==> src/rtl/sdsa_pkg.sv <==
// Shared constants and types for the serial driver setting apply block
package sdsa_pkg;
  // ==========================================================================
  // Field layout of one lane setting word
  localparam int SDSA_SWING_LSB = 0;
  localparam int SDSA_SWING_W = 4;
  localparam int SDSA_POST_LSB = 8;
  localparam int SDSA_POST_W = 5;
  localparam int SDSA_PRE_LSB = 16;
  localparam int SDSA_PRE_W = 5;
  localparam int SDSA_WORD_W = 21;
  localparam int SDSA_CM_W = 3;
  localparam int SDSA_LANES = 8;
  localparam int SDSA_LANE_W = 3;
  localparam logic [4:0] SDSA_PRE_SAT = 5'h14;
  localparam logic [SDSA_WORD_W-1:0] SDSA_WORD_RST = 21'h000000;
  localparam logic [SDSA_CM_W-1:0] SDSA_CM_RST = 3'h0;
  // ==========================================================================
  // Timing
  localparam int SDSA_CLK_MHZ = 200;
  localparam int SDSA_PARK_US = 500;
  localparam int SDSA_PARK_CYC = SDSA_PARK_US * SDSA_CLK_MHZ;
  localparam int SDSA_RST_MS = 50;
  localparam int SDSA_RST_CYC = SDSA_RST_MS * 1000 * SDSA_CLK_MHZ;
  localparam int SDSA_CNT_W = 24;
  localparam int SDSA_CFG_CYC = 16;

  typedef enum logic [1:0]
  {
    SDSA_RUN = 2'b00,
    SDSA_PARKING = 2'b01,
    SDSA_PARKED = 2'b11
  } sdsa_state_e;

  // ==========================================================================
  // Saturating pre-emphasis coefficient
  function automatic logic [4:0] sdsa_pre_eff(input logic [4:0] code);
    sdsa_pre_eff = (code >= SDSA_PRE_SAT) ? SDSA_PRE_SAT : code;
  endfunction : sdsa_pre_eff
endpackage : sdsa_pkg

==> src/rtl/sdsa_if.sv <==
// Link between settings host and driver setting device
`timescale 1ns/1ps
interface sdsa_if;
  import sdsa_pkg::*;
  logic park_request_n;
  logic system_reset_n;
  logic wr_en;
  logic [SDSA_LANE_W-1:0] wr_lane;
  logic wr_cm;
  logic [SDSA_WORD_W-1:0] wr_data;
  logic cfg_done;
  logic parked;
  modport dev (input park_request_n, system_reset_n, wr_en, wr_lane, wr_cm, wr_data,
               output cfg_done, parked);
  modport host (output park_request_n, system_reset_n, wr_en, wr_lane, wr_cm, wr_data,
                input cfg_done, parked);
endinterface : sdsa_if

==> src/rtl/sdsa_device.sv <==
// Device end: shadow settings, park sequence and applied lane settings
`timescale 1ns/1ps
// Contract
// - Swing code in bits 3:0
// - Post-emphasis code in bits 12:8
// - Pre-emphasis bits 20:16, saturates at 20
// - Host picks matching receiver common-mode range
// - Host holds park low during power-up writes
// - Park release applies newly written settings
// - Park low stops link; host waits 500us
// - Host holds reset low 50ms while parked
// - Host writes settings before releasing park
// - Separate settings for four buses, four clocks
module sdsa_device
  import sdsa_pkg::*;
(
  // Clock and reset
  input wire logic ref_clk_i,
  input wire logic nrst_i,
  // Link
  sdsa_if.dev link,
  // Applied driver settings, lanes 0-3 data, 4-7 clocks
  output logic [SDSA_LANES*SDSA_SWING_W-1:0] drive_swing_code_o,
  output logic [SDSA_LANES*SDSA_POST_W-1:0] post_emphasis_code_o,
  output logic [SDSA_LANES*SDSA_PRE_W-1:0] pre_emphasis_code_o,
  output logic [SDSA_CM_W-1:0] rx_cm_sel_o,
  output logic link_active_o,
  output logic apply_pulse_o
);
  // ==========================================================================
  // Local reset: either system reset or the link reset
  logic rst_n;
  assign rst_n = nrst_i & link.system_reset_n;

  logic [SDSA_WORD_W-1:0] shadow [SDSA_LANES];
  logic [SDSA_CM_W-1:0] shadow_cm;
  sdsa_state_e state;
  logic [SDSA_CNT_W-1:0] cnt;
  logic [4:0] cfg_cnt;
  logic park_q;

  // ==========================================================================
  // Configuration completes a fixed time after reset
  always_ff @(posedge ref_clk_i or negedge rst_n)
  begin
    if (!rst_n)
    begin
      cfg_cnt <= 5'h00;
      link.cfg_done <= 1'b0;
    end
    else if (!link.cfg_done)
    begin
      cfg_cnt <= cfg_cnt + 5'h01;
      link.cfg_done <= (cfg_cnt == 5'(SDSA_CFG_CYC - 1));
    end
  end

  // ==========================================================================
  // Shadow registers, written any time after configuration
  always_ff @(posedge ref_clk_i or negedge rst_n)
  begin
    if (!rst_n)
    begin
      for (int i = 0; i < SDSA_LANES; i++)
      begin
        shadow[i] <= SDSA_WORD_RST;
      end
      shadow_cm <= SDSA_CM_RST;
    end
    else if (link.wr_en && link.cfg_done)
    begin
      if (link.wr_cm)
      begin
        shadow_cm <= link.wr_data[SDSA_CM_W-1:0];
      end
      else
      begin
        shadow[link.wr_lane] <= link.wr_data;
      end
    end
  end

  // ==========================================================================
  // Release decode, shared by the sequencer and the applied settings
  function automatic logic sdsa_release(input sdsa_state_e st, input logic park_n,
                                        input logic park_prev, input logic cfg_ok);
    // A release before configuration is ignored until park toggles again
    sdsa_release = (st == SDSA_PARKED) && park_n && !park_prev && cfg_ok;
  endfunction : sdsa_release

  logic rel_go;
  logic park_go;
  logic park_done;
  assign rel_go = sdsa_release(state, link.park_request_n, park_q, link.cfg_done);
  assign park_go = (state == SDSA_RUN) && !link.park_request_n;
  // Parking finishes well inside the host's wait
  assign park_done = (state == SDSA_PARKING) && (cnt == SDSA_CNT_W'(SDSA_PARK_CYC / 2));

  // ==========================================================================
  // Park request history for the release edge
  always_ff @(posedge ref_clk_i or negedge rst_n)
  begin
    if (!rst_n)
    begin
      // Reset level matches the host's parked request, so no false edge
      park_q <= 1'b0;
    end
    else
    begin
      park_q <= link.park_request_n;
    end
  end

  // ==========================================================================
  // Park sequence: start parked, release applies settings
  always_ff @(posedge ref_clk_i or negedge rst_n)
  begin
    if (!rst_n)
    begin
      state <= SDSA_PARKED;
    end
    else
    begin
      unique case (state)
        SDSA_RUN:
        begin
          if (park_go)
          begin
            state <= SDSA_PARKING;
          end
        end
        SDSA_PARKING:
        begin
          if (park_done)
          begin
            state <= SDSA_PARKED;
          end
        end
        SDSA_PARKED:
        begin
          if (rel_go)
          begin
            state <= SDSA_RUN;
          end
        end
      endcase
    end
  end

  // ==========================================================================
  // Parking time counter
  always_ff @(posedge ref_clk_i or negedge rst_n)
  begin
    if (!rst_n)
    begin
      cnt <= '0;
    end
    else if (park_go)
    begin
      cnt <= '0;
    end
    else if (state == SDSA_PARKING)
    begin
      cnt <= cnt + 24'h000001;
    end
  end

  // ==========================================================================
  // Parked status toward the host
  always_ff @(posedge ref_clk_i or negedge rst_n)
  begin
    if (!rst_n)
    begin
      link.parked <= 1'b1;
    end
    else if (park_done)
    begin
      link.parked <= 1'b1;
    end
    else if (rel_go)
    begin
      link.parked <= 1'b0;
    end
  end

  // ==========================================================================
  // Link activity stops as soon as parking starts
  always_ff @(posedge ref_clk_i or negedge rst_n)
  begin
    if (!rst_n)
    begin
      link_active_o <= 1'b0;
    end
    else if (park_go)
    begin
      link_active_o <= 1'b0;
    end
    else if (rel_go)
    begin
      link_active_o <= 1'b1;
    end
  end

  // ==========================================================================
  // Apply strobe, one cycle per release
  always_ff @(posedge ref_clk_i or negedge rst_n)
  begin
    if (!rst_n)
    begin
      apply_pulse_o <= 1'b0;
    end
    else
    begin
      apply_pulse_o <= rel_go;
    end
  end

  // ==========================================================================
  // Applied settings update only on release
  always_ff @(posedge ref_clk_i or negedge nrst_i)
  begin
    if (!nrst_i)
    begin
      drive_swing_code_o <= '0;
      post_emphasis_code_o <= '0;
      pre_emphasis_code_o <= '0;
      rx_cm_sel_o <= SDSA_CM_RST;
    end
    else if (rel_go)
    begin
      for (int i = 0; i < SDSA_LANES; i++)
      begin
        drive_swing_code_o[i*SDSA_SWING_W +: SDSA_SWING_W] <=
          shadow[i][SDSA_SWING_LSB +: SDSA_SWING_W];
        post_emphasis_code_o[i*SDSA_POST_W +: SDSA_POST_W] <=
          shadow[i][SDSA_POST_LSB +: SDSA_POST_W];
        pre_emphasis_code_o[i*SDSA_PRE_W +: SDSA_PRE_W] <=
          sdsa_pre_eff(shadow[i][SDSA_PRE_LSB +: SDSA_PRE_W]);
      end
      rx_cm_sel_o <= shadow_cm;
    end
  end
endmodule : sdsa_device

==> src/flat_wrapper.sv <==
// flat-port wrapper written by rule: the top's interface ports become plain ports
module sdsa_device_flat import sdsa_pkg::*;
  (ref_clk_i, nrst_i, drive_swing_code_o, post_emphasis_code_o, pre_emphasis_code_o, rx_cm_sel_o, link_active_o, apply_pulse_o, link_park_request_n, link_system_reset_n, link_wr_en, link_wr_lane, link_wr_cm, link_wr_data, link_cfg_done, link_parked);
  sdsa_if link_i ();
  input wire logic ref_clk_i;
  input wire logic nrst_i;
  output logic [SDSA_LANES*SDSA_SWING_W-1:0] drive_swing_code_o;
  output logic [SDSA_LANES*SDSA_POST_W-1:0] post_emphasis_code_o;
  output logic [SDSA_LANES*SDSA_PRE_W-1:0] pre_emphasis_code_o;
  output logic [SDSA_CM_W-1:0] rx_cm_sel_o;
  output logic link_active_o;
  output logic apply_pulse_o;
  input wire logic [$bits(link_i.park_request_n)-1:0] link_park_request_n;
  input wire logic [$bits(link_i.system_reset_n)-1:0] link_system_reset_n;
  input wire logic [$bits(link_i.wr_en)-1:0] link_wr_en;
  input wire logic [$bits(link_i.wr_lane)-1:0] link_wr_lane;
  input wire logic [$bits(link_i.wr_cm)-1:0] link_wr_cm;
  input wire logic [$bits(link_i.wr_data)-1:0] link_wr_data;
  output wire logic [$bits(link_i.cfg_done)-1:0] link_cfg_done;
  output wire logic [$bits(link_i.parked)-1:0] link_parked;
  assign link_i.park_request_n = link_park_request_n;
  assign link_i.system_reset_n = link_system_reset_n;
  assign link_i.wr_en = link_wr_en;
  assign link_i.wr_lane = link_wr_lane;
  assign link_i.wr_cm = link_wr_cm;
  assign link_i.wr_data = link_wr_data;
  assign link_cfg_done = link_i.cfg_done;
  assign link_parked = link_i.parked;
  sdsa_device u_core (.ref_clk_i(ref_clk_i), .nrst_i(nrst_i), .link(link_i), .drive_swing_code_o(drive_swing_code_o), .post_emphasis_code_o(post_emphasis_code_o), .pre_emphasis_code_o(pre_emphasis_code_o), .rx_cm_sel_o(rx_cm_sel_o), .link_active_o(link_active_o), .apply_pulse_o(apply_pulse_o));
endmodule
==> config.mk <==
export PLATFORM = sky130hd
export DESIGN_NAME = sdsa_device_flat
export DESIGN_NICKNAME = d
export VERILOG_FILES = /design/src/rtl/sdsa_pkg.sv /design/src/rtl/sdsa_if.sv /design/src/rtl/sdsa_device.sv /design/src/flat_wrapper.sv
export SDC_FILE = /design/constraint.sdc
export NUM_CORES = 1
export LEC_CHECK = 0
export CAP_MARGIN = 25
export CORE_UTILIZATION = 65
export DETAILED_ROUTE_END_ITERATION = 8
export DONT_BUFFER_PORTS = 1
export GPL_TIMING_DRIVEN = 1
export PLACE_DENSITY = 0.92
export SLEW_MARGIN = 40
export SYNTH_ARGS = -nofsm -noshare
export SYNTH_HDL_FRONTEND = slang
export SYNTH_SLANG_ARGS = --single-unit
==> constraint.sdc <==
create_clock -name ref_clk_i -period 7.85 [get_ports ref_clk_i]
set_input_delay 0.785 -clock ref_clk_i [delete_from_list [all_inputs] [get_ports ref_clk_i]]
set_output_delay 0.785 -clock ref_clk_i [all_outputs]
set_load 0.01 [all_outputs]
======== After elaboration in Yosys (flattened, before gate mapping) ========
Cells that the tools add are included.
storage, ports and cells
  register bits after elaboration ......... 322
  input port bits ......................... 30
  output and inout port bits .............. 119
  word-level logic and storage cells ...... 81
cells by class
  $add $sub $neg .......................... 2
  $lt $le $gt $ge ......................... 10
  equality and inequality tests ........... 7
  mux-type cells .......................... 22
  bitwise gates (word level) .............. 3
  reduce and logical (&&, ||, !) cells .... 16
operators by type and width
  kind                                                    number
  bitwise mux 168 bit                                     1
  demux 21 bit (select 3 bit)                             1
  two-way mux 24 bit                                      2
  >= comparator 5 bit (second input constant)             8
  two-way mux 5 bit                                       8
  adder 24 x 1 -> 24 bit (second input constant)          1
  == test 24 x 16 -> 1 bit (second input constant)        1
  two-way mux 21 bit                                      1
  logical AND 1 bit                                       7
  two-way mux 2 bit                                       3
  inequality test 2 x 1 -> 1 bit (second input constant)  3
  case mux 2 bit (3 select lines)                         1
  nonzero test 2 bit                                      3
  adder 5 x 1 -> 5 bit (second input constant)            1
  == test 5 x 4 -> 1 bit (second input constant)          1
  two-way mux 1 bit                                       5
  >= comparator 4 bit (second input constant)             1
  < comparator 4 x 1 -> 1 bit (second input constant)     1
  inverter 3 -> 4 bit                                     1
  AND reduction 2 bit                                     2
  AND reduction 3 bit                                     1
  == test 2 x 1 -> 1 bit (second input constant)          1
  == test 2 bit (second input constant)                   1
  zero test 1 bit                                         2
  3 further kinds                                         3

======== Depth between registers and ports, before layout ========
Gate-level depths: netlist of run 1.
  depth after elaboration ................. 6
  gate-level depth with buffers ........... 8
  depth with buffers taken out ............ 6

======== Worst setup path after synthesis of run 1 ========
OpenSTA, ideal clock, no wires.
  path type ............................... input-to-reg
  from .................................... input port link_wr_cm
  to ...................................... register u_core.shadow[45] (netlist name)
  library setup time ...................... 0.125 ns
  data arrival time ....................... 1.798 ns
  data required time ...................... 7.725 ns
  setup slack ............................. 5.928 ns
  cell stages on the path ................. 4
  path buffers ............................ 1
  path through ............................ nand4b_4 nor3b_4 buf_6 mux2_2
between the ends
  cells in the longest elaborated chain, start to end .. 2
RTL lines
  element                          RTL line            text
  from (decl)                      flat_wrapper.sv:17  input wire logic [$bits(link_i.wr_cm)-1:0] link_wr_cm;
  inverter 1 bit (no line)         -
  AND reduction 2 bit (no line)    -
  to (signal, indexed assignment)  sdsa_device.sv:78   shadow[link.wr_lane] <= link.wr_data;
  to (decl)                        sdsa_device.sv:35   logic [SDSA_WORD_W-1:0] shadow [SDSA_LANES];
Every way passes these cells.
A chain may end at the register's enable or synchronous reset.

======== Worst setup path after layout of run 1 ========
  from .................................... register u_core.link.cfg_done
  to ...................................... register u_core.pre_emphasis_code_o[0]
between the ends
  cells in the longest elaborated chain, start to end .. 1
RTL lines
  element                          RTL line            text
  from (decl)                      sdsa_if.sv:14       output cfg_done, parked);
  from (signal assigned)           sdsa_device.sv:54   link.cfg_done <= (cfg_cnt == 5'(SDSA_CFG_CYC - 1));
  logical AND 1 bit                sdsa_device.sv:88   sdsa_release = (st == SDSA_PARKED) && park_n && !park_prev && cfg_ok;
  to (signal, indexed assignment)  sdsa_device.sv:237  pre_emphasis_code_o[i*SDSA_PRE_W +: SDSA_PRE_W] <=
  to (decl)                        sdsa_device.sv:25   output logic [SDSA_LANES*SDSA_PRE_W-1:0] pre_emphasis_code_o,
Every way passes these cells.

==> flow_metrics.tcl, run 1 <==
set metrics [dict create \
    cts_tree "yes" \
    dr.first_iter.drc_count 391 \
    worst_pin_slew_ps 729 \
    gp_congestion 0.836 \
    synthArstFlopShare_pct 100 \
    finalMaxSlewViolations 0 \
    drt_first_pass_iters 5 \
    yosys_warnings 0 \
    fin_util_pct 73.3 \
    grt_util_all_layers_pct 28.5 \
    synthDistinctLibCells 48 \
    synthTopCellsByArea "dfrtp_1 (62%), nand2_1 (12%), mux2_2 (11%)" \
    grt_pass1_vias 6972 \
    period_share_pct 35.4 \
    avgSynthCellArea_um2 11.6 \
    yosysTopAreaCellShare_pct 61.8 \
    irDropWorstVdd_v 0.000227 \
    hpwl_um 14500 \
    grt_max_degree 116 \
    ff_latch_area_um2 6660 \
    rsz0062_at_grt "false" \
    skew_ps 13.6 \
    grt_overflow 0 \
    setup-violations-final 0 \
    n_fill_cell 1073 \
    antenna_found_initial 1 \
    post_dp_cell_area_um2 10700 \
    postCtsSetupRepairBufs 0 \
    drive_gt1_share_pct 19.1 \
    die_y_um 130 \
    synth_area_um2 10700 \
    layout_common_cells "nand2_1 (333), dfrtp_1 (263), mux2_2 (106), nand3_1 (30), clkbuf_16 (27)" \
    ys_seq_area_share_pct 62.5 \
    fp-row-count 46 \
    status "finished, final reports clean" \
    worstSetupEndpointType "flip-flop" \
    ant_nets 0 \
    layout.cells.most_common "nand2_1" \
    cts_sinks 266 \
    ys_ff_latch 266 \
    drv_cap 0 \
    path_class "reg2reg" \
    synth_top_area_cell "dfrtp_1" \
    stdcell_area_um2 11700 \
    power.leakage_nw 5.89 \
    core_area_um2 15900 \
    dr_total_vias 6818 \
    grtUsageMet3_pct 7.18 \
    powerDensity_nw_per_um2 331 \
    tns_ps 0 \
    clkLatencyLatePin_ps 520 \
    period_needed_ps 2780 \
    dieArea_um2 16900 \
    htree_levels 1 \
    top_usage_layer "met2" \
    start_kind "flip-flop" \
    required_ps 8300 \
    port-buffer-count 0 \
    ys.flop_type "dfrtp_1" \
    post-route-drc-count 0 \
    die_x_um 130 \
    synth_fp_nets 952 \
    clockRootBuffer "clkbuf_16" \
    numCtsBuffers 27 \
    maxSlewHeadroom_pct 51.4 \
    ioPinCount 149 \
    netlist_instances 918 \
    met1_usage_pct 36.1 \
    multi_input_area_um2 3680 \
    hold_viol 0 \
    start_util_pct 66.8 \
    wl_per_cell_um 20.3 \
    area_growth_pct 9.79 \
    vias_per_cell 5.92 \
    cts.clk_slew.worst_paths_ps 60 \
    met2_usage_pct 48.6 \
    wl_um 23300 \
    cts_buffer_depth 3 \
    synth_edf_count 0 \
    crit_fanout 78 \
    hold_path.class "in2async" \
    max_freq_mhz 360 \
    layout.nets 948 \
    critical_path_arrival_ps 3230 \
    grt_pass1_wl_um 36500 \
]
## kinds of logic after synthesis
kind of cell    synth area share [%]
compound gates                  3.01
xor+xnor                       0.247
fa+ha+maj                      0.470
buf+inv                         3.00
flops                           62.5
mux                             13.3
simple gates                    17.4
## synthesized netlist by cell type (all sizes together) (3+ instances only)
master / instances
buf: 32
dfrtp: 263
nand2: 335
nand3: 30
nand3b: 10
o21ai: 23
nand4b: 3
nor3b: 3
nand2b: 3
xnor2: 3
nor2: 7
a21oi: 11
o41ai: 6
clkbuf: 10
nor4: 8
ha: 4
mux2: 116
dfstp: 3
mux2i: 11
o311ai: 6
inv: 6
nand4: 4
and3: 4
## state kept, by name, summed over array words and instances, names as in the netlist
signal,flops
u_core.shadow_cm,3
u_core.link.cfg_done,1
u_core.post_emphasis_code_o,40
u_core.cfg_cnt,5
u_core.park_q,1
u_core.link_active_o,1
u_core.drive_swing_code_o,32
u_core.pre_emphasis_code_o,40
u_core.state,2
u_core.shadow,112
u_core.cnt,24
u_core.apply_pulse_o,1
u_core.rx_cm_sel_o,3
u_core.link.parked,1
## layer usage
layer  vias up  share of wire (%)
met5         -                  0
met4         0                2.4
met3        42                7.5
met2       233                 51
met1      3490                 39
li1       3053                  -
## timing repair
item / 4_1_cts / 5_1_grt
hold buffers: 1 / 0
hold endpoints to repair: 115 / 0
gates resized for setup: 0 / 0
## critical path, stage by stage, from the launching register on
cell and delay [ps]:
dfrtp_1 730, nand2_1 100, or3_4 520, clkinv_2 440, buf_6 550, nand3_1 240
nand2_1 110
## power by group
part	internal [W]	switching (W)	total (W)
clock	0.000793	0.000510	0.00130
sequential	0.00172	0.000376	0.00210
combinational	0.000219	0.000247	0.000466
## per-stage QoR
| step | power (W) | setup slack, ps | hold WS (ps) | cells |
|---|---|---|---|---|
| 6_report | 0.00387 | 5070 | 216 | 1151 |
| 5_1_grt | 0.00405 | 4920 | 254 | 1150 |
| 4_1_cts | 0.00389 | 4810 | 241 | 1149 |
| 3_5_place_dp | 0.00256 | 4880 | 448 | 1099 |
| 3_3_place_gp | 0.00250 | 4930 | 443 | 1096 |
| 2_1_floorplan | 0.00239 | 2240 | 432 | 918 |
## final timing paths
kind,from,endpoint,slack (ps),cells after the start
min reg2reg,u_core.shadow[42],u_core.drive_swing_code_o[20],460,2
min in group ref_clk_i,link_park_request_n,u_core.park_q,300,0
max reg2reg,u_core.link.cfg_done,u_core.pre_emphasis_code_o[0],5070,6
min,nrst_i,u_core.pre_emphasis_code_o[33],220,1
max,u_core.link.cfg_done,u_core.pre_emphasis_code_o[0],5070,6
max in group asynchronous,nrst_i,u_core.shadow[80],6270,3
## cell type report
type	count	area share, %
well taps	216	2.31
clock inverters	7	0.813
repair buffers	9	1.07
multi-input cells	604	31.5
inverters	6	0.203
clock buffers	42	7.12
flip-flops and latches	266	57.0
diodes	1	0.0214
(Power assumes the default switching activity.)
==> inputs of run 2 (changes only) <==
--- a/config.mk
+++ b/config.mk
@@ -5,12 +5,13 @@
 export SDC_FILE = /design/constraint.sdc
 export NUM_CORES = 1
 export LEC_CHECK = 0
+export ABC_AREA = 1
 export CAP_MARGIN = 25
-export CORE_UTILIZATION = 65
+export CORE_UTILIZATION = 57
 export DETAILED_ROUTE_END_ITERATION = 8
 export DONT_BUFFER_PORTS = 1
 export GPL_TIMING_DRIVEN = 1
-export PLACE_DENSITY = 0.92
+export PLACE_DENSITY = 0.86
 export SLEW_MARGIN = 40
 export SYNTH_ARGS = -nofsm -noshare
 export SYNTH_HDL_FRONTEND = slang
==> constraint.sdc (replaced) <==
create_clock -name ref_clk_i -period 2.5 [get_ports ref_clk_i]
set_input_delay 0.25 -clock ref_clk_i [delete_from_list [all_inputs] [get_ports ref_clk_i]]
set_output_delay 0.25 -clock ref_clk_i [all_outputs]
set_load 0.01 [all_outputs]
==> run 2 against run 1 <==
Net effect: worst hold slack worse by 810 ps; setup slack worse by 4700 ps; the run now ends with hold timing left; critical path depth is 2 lower; final cell count is 20% higher; sequential power grew to 2.9 times the previous value; core utilization is 8.1 points lower; die area is 12% higher; first-iteration DRC count is 84% higher; sequential share of layout area is 0.14 points lower; total power grew to 3.0 times the previous value; fmax is 28% higher.
==> flow_metrics.tcl, run 2 <==
set metrics [dict create \
    n_fill_cell 1376 \
    drv_cap 0 \
    synth_edf_count 0 \
    synth_area_um2 10500 \
    ys_ff_latch 266 \
    maxSlewHeadroom_pct 55.0 \
    die_y_um 138 \
    max_freq_mhz 461 \
    required_ps 2920 \
    avgSynthCellArea_um2 9.20 \
    setup-violations-final 0 \
    critPathMaxStageDelay_ps 670 \
    start_util_pct 58.4 \
    netlist_instances 1139 \
    yosysTopAreaCellShare_pct 62.8 \
    period_share_pct 86.8 \
    hold_viol 115 \
    critPathTopFamily "simple AND/OR/NAND/NOR gates" \
    ioPinCount 149 \
    numCtsBuffers 27 \
    ys.flop_type "dfrtp_1" \
    dieArea_um2 18900 \
    layout.cells.most_common "nand2_1" \
    drive_gt1_share_pct 7.03 \
    cp_slowest_cell "dfrtp_1" \
    antenna_found_initial 0 \
    synth_fp_nets 1173 \
    synthTopCellsByArea "dfrtp_1 (63%), nand2_1 (17%), o21ai_0 (7.0%)" \
    ant_nets 0 \
    yosys_warnings 0 \
    wl_um 23400 \
    start_kind "flip-flop" \
    skew_ps 24.4 \
    holdWs_ps -594 \
    antennaDiodeCount 0 \
    largest_reg_flops 112 \
    period_needed_ps 2170 \
    crit_fanout 28 \
    layout.nets 1166 \
    crit_buf_inv 0 \
    crit_path_cell_trace "nand2_4 > nor2_8 > nand4_2 > o21ai_0" \
    postCtsSetupRepairBufs 0 \
    power.leakage_nw 6.03 \
    drt_first_pass_iters 5 \
    p_total_w 0.0118 \
    fp-row-count 49 \
    path_class "reg2reg" \
    port-buffer-count 0 \
    clockRootBuffer "clkbuf_16" \
    grt_util_all_layers_pct 25.7 \
    cts_buffer_depth 3 \
    hold_path.class "in2async" \
    powerDensity_nw_per_um2 1000 \
    wl_per_cell_um 16.9 \
    reg_top3 "u_core.shadow x112, u_core.post_emphasis_code_o x40, u_core.pre_emphasis_code_o x40" \
    violations "hold timing" \
    irDropWorstVdd_v 0.000841 \
    ys_seq_area_share_pct 63.5 \
    dr_total_vias 7730 \
    critical_path_arrival_ps 2590 \
    htree_levels 1 \
    grt_pass1_wl_um 37800 \
    rsz0062_at_grt "false" \
    grt_overflow 0 \
    tns_ps 0 \
    synth_common_cells "nand2_1 (469), dfrtp_1 (263), o21ai_0 (147)" \
    cts_tree "yes" \
    synth.most_common_cell "nand2_1" \
    vias_per_cell 5.59 \
    post-route-drc-count 0 \
    finalMaxSlewViolations 0 \
    clkLatencyLatePin_ps 540 \
    core_area_um2 18000 \
    layout_common_cells "nand2_1 (469), dfrtp_1 (263), o21ai_0 (147), inv_1 (54), nand3_1 (50)" \
    grt_max_degree 117 \
    cts_sinks 266 \
    dr.first_iter.drc_count 720 \
    holdBufCountCts 3 \
    worst_pin_slew_ps 673 \
    die_x_um 138 \
    synthArstFlopShare_pct 100 \
    status "complete, but fails checks" \
    synth_top_area_cell "dfrtp_1" \
    synthDistinctLibCells 30 \
    grt_pass1_vias 7461 \
    gp_congestion 0.886 \
    cts.clk_slew.worst_paths_ps 70 \
    cts-resized-gates 0 \
    largest-register "u_core.shadow" \
    worstSetupEndpointType "flip-flop" \
    area_growth_pct 11.8 \
    hpwl_um 14400 \
]
[run 2: cell type report]
cell class,count,area [um2],share of cell area (%)
clock buffer,36,800,6.82
clock inverter,14,220,1.88
inverter,58,224,1.91
multi-input combinational,770,3410,29.1
sequential,266,6660,56.8
tap,229,287,2.44
timing repair buffer,9,125,1.07
[run 2: path summary, 6_finish.rpt]
path                                 startpoint                            end  slack [ps]  cells past startpoint
hold / removal                           nrst_i  u_core.drive_swing_code_o[25]        -590                      0
setup / recovery           u_core.link.cfg_done               u_core.shadow[2]         330                      4
max in group asynchronous   link_system_reset_n             u_core.link.parked        1100                      5
setup reg to reg           u_core.link.cfg_done               u_core.shadow[2]         330                      4
hold reg to reg               u_core.shadow[23]  u_core.drive_swing_code_o[26]         470                      2
min in group ref_clk_i               link_wr_cm            u_core.shadow_cm[0]          10                      2
[run 2: cell families (layout without fill, tap and decap cells)]
family,Yosys count,in the layout,share of synthesized area (%)
flip-flops,266,266,63.5
buffers and inverters,103,117,3.97
AO/OA/AOI/OAI,172,172,8.38
XOR/XNOR,3,3,0.251
AND/OR/NAND/NOR,591,591,23.4
adder cells (fa/ha/maj),4,4,0.477
[run 2: power breakdown]
group / switching, W / internal, W / leakage, nW
combinational: 0.000718 / 0.000470 / 2.01
sequential: 0.000887 / 0.00520 / 3.52
clock: 0.00171 / 0.00277 / 0.495
total: 0.00331 / 0.00844 / 6.03
[run 2: metrics by stage]
step           instance area, um2  hold slack [ps]  util [%]  worst slack (ps)  cells
2_1_floorplan               10500            -45.6         -               241   1139
4_1_cts                     11700             -612      65.3               306   1382
5_1_grt                     11700             -614      65.3               167   1382
3_3_place_gp                10700            -42.9      59.4               541   1329
3_5_place_dp                10700            -43.1      59.4               455   1329
6_report                    11700             -594      65.3               331   1382
[run 2: metal layers]
layer / track usage, % / up-vias / share of wire [%]
met5: 0 / - / 0
met1: 35.1 / 3808 / 42
li1: - / 3615 / -
met4: 7.75 / 0 / 2.2
met3: 5.48 / 40 / 7.5
met2: 41.2 / 267 / 48
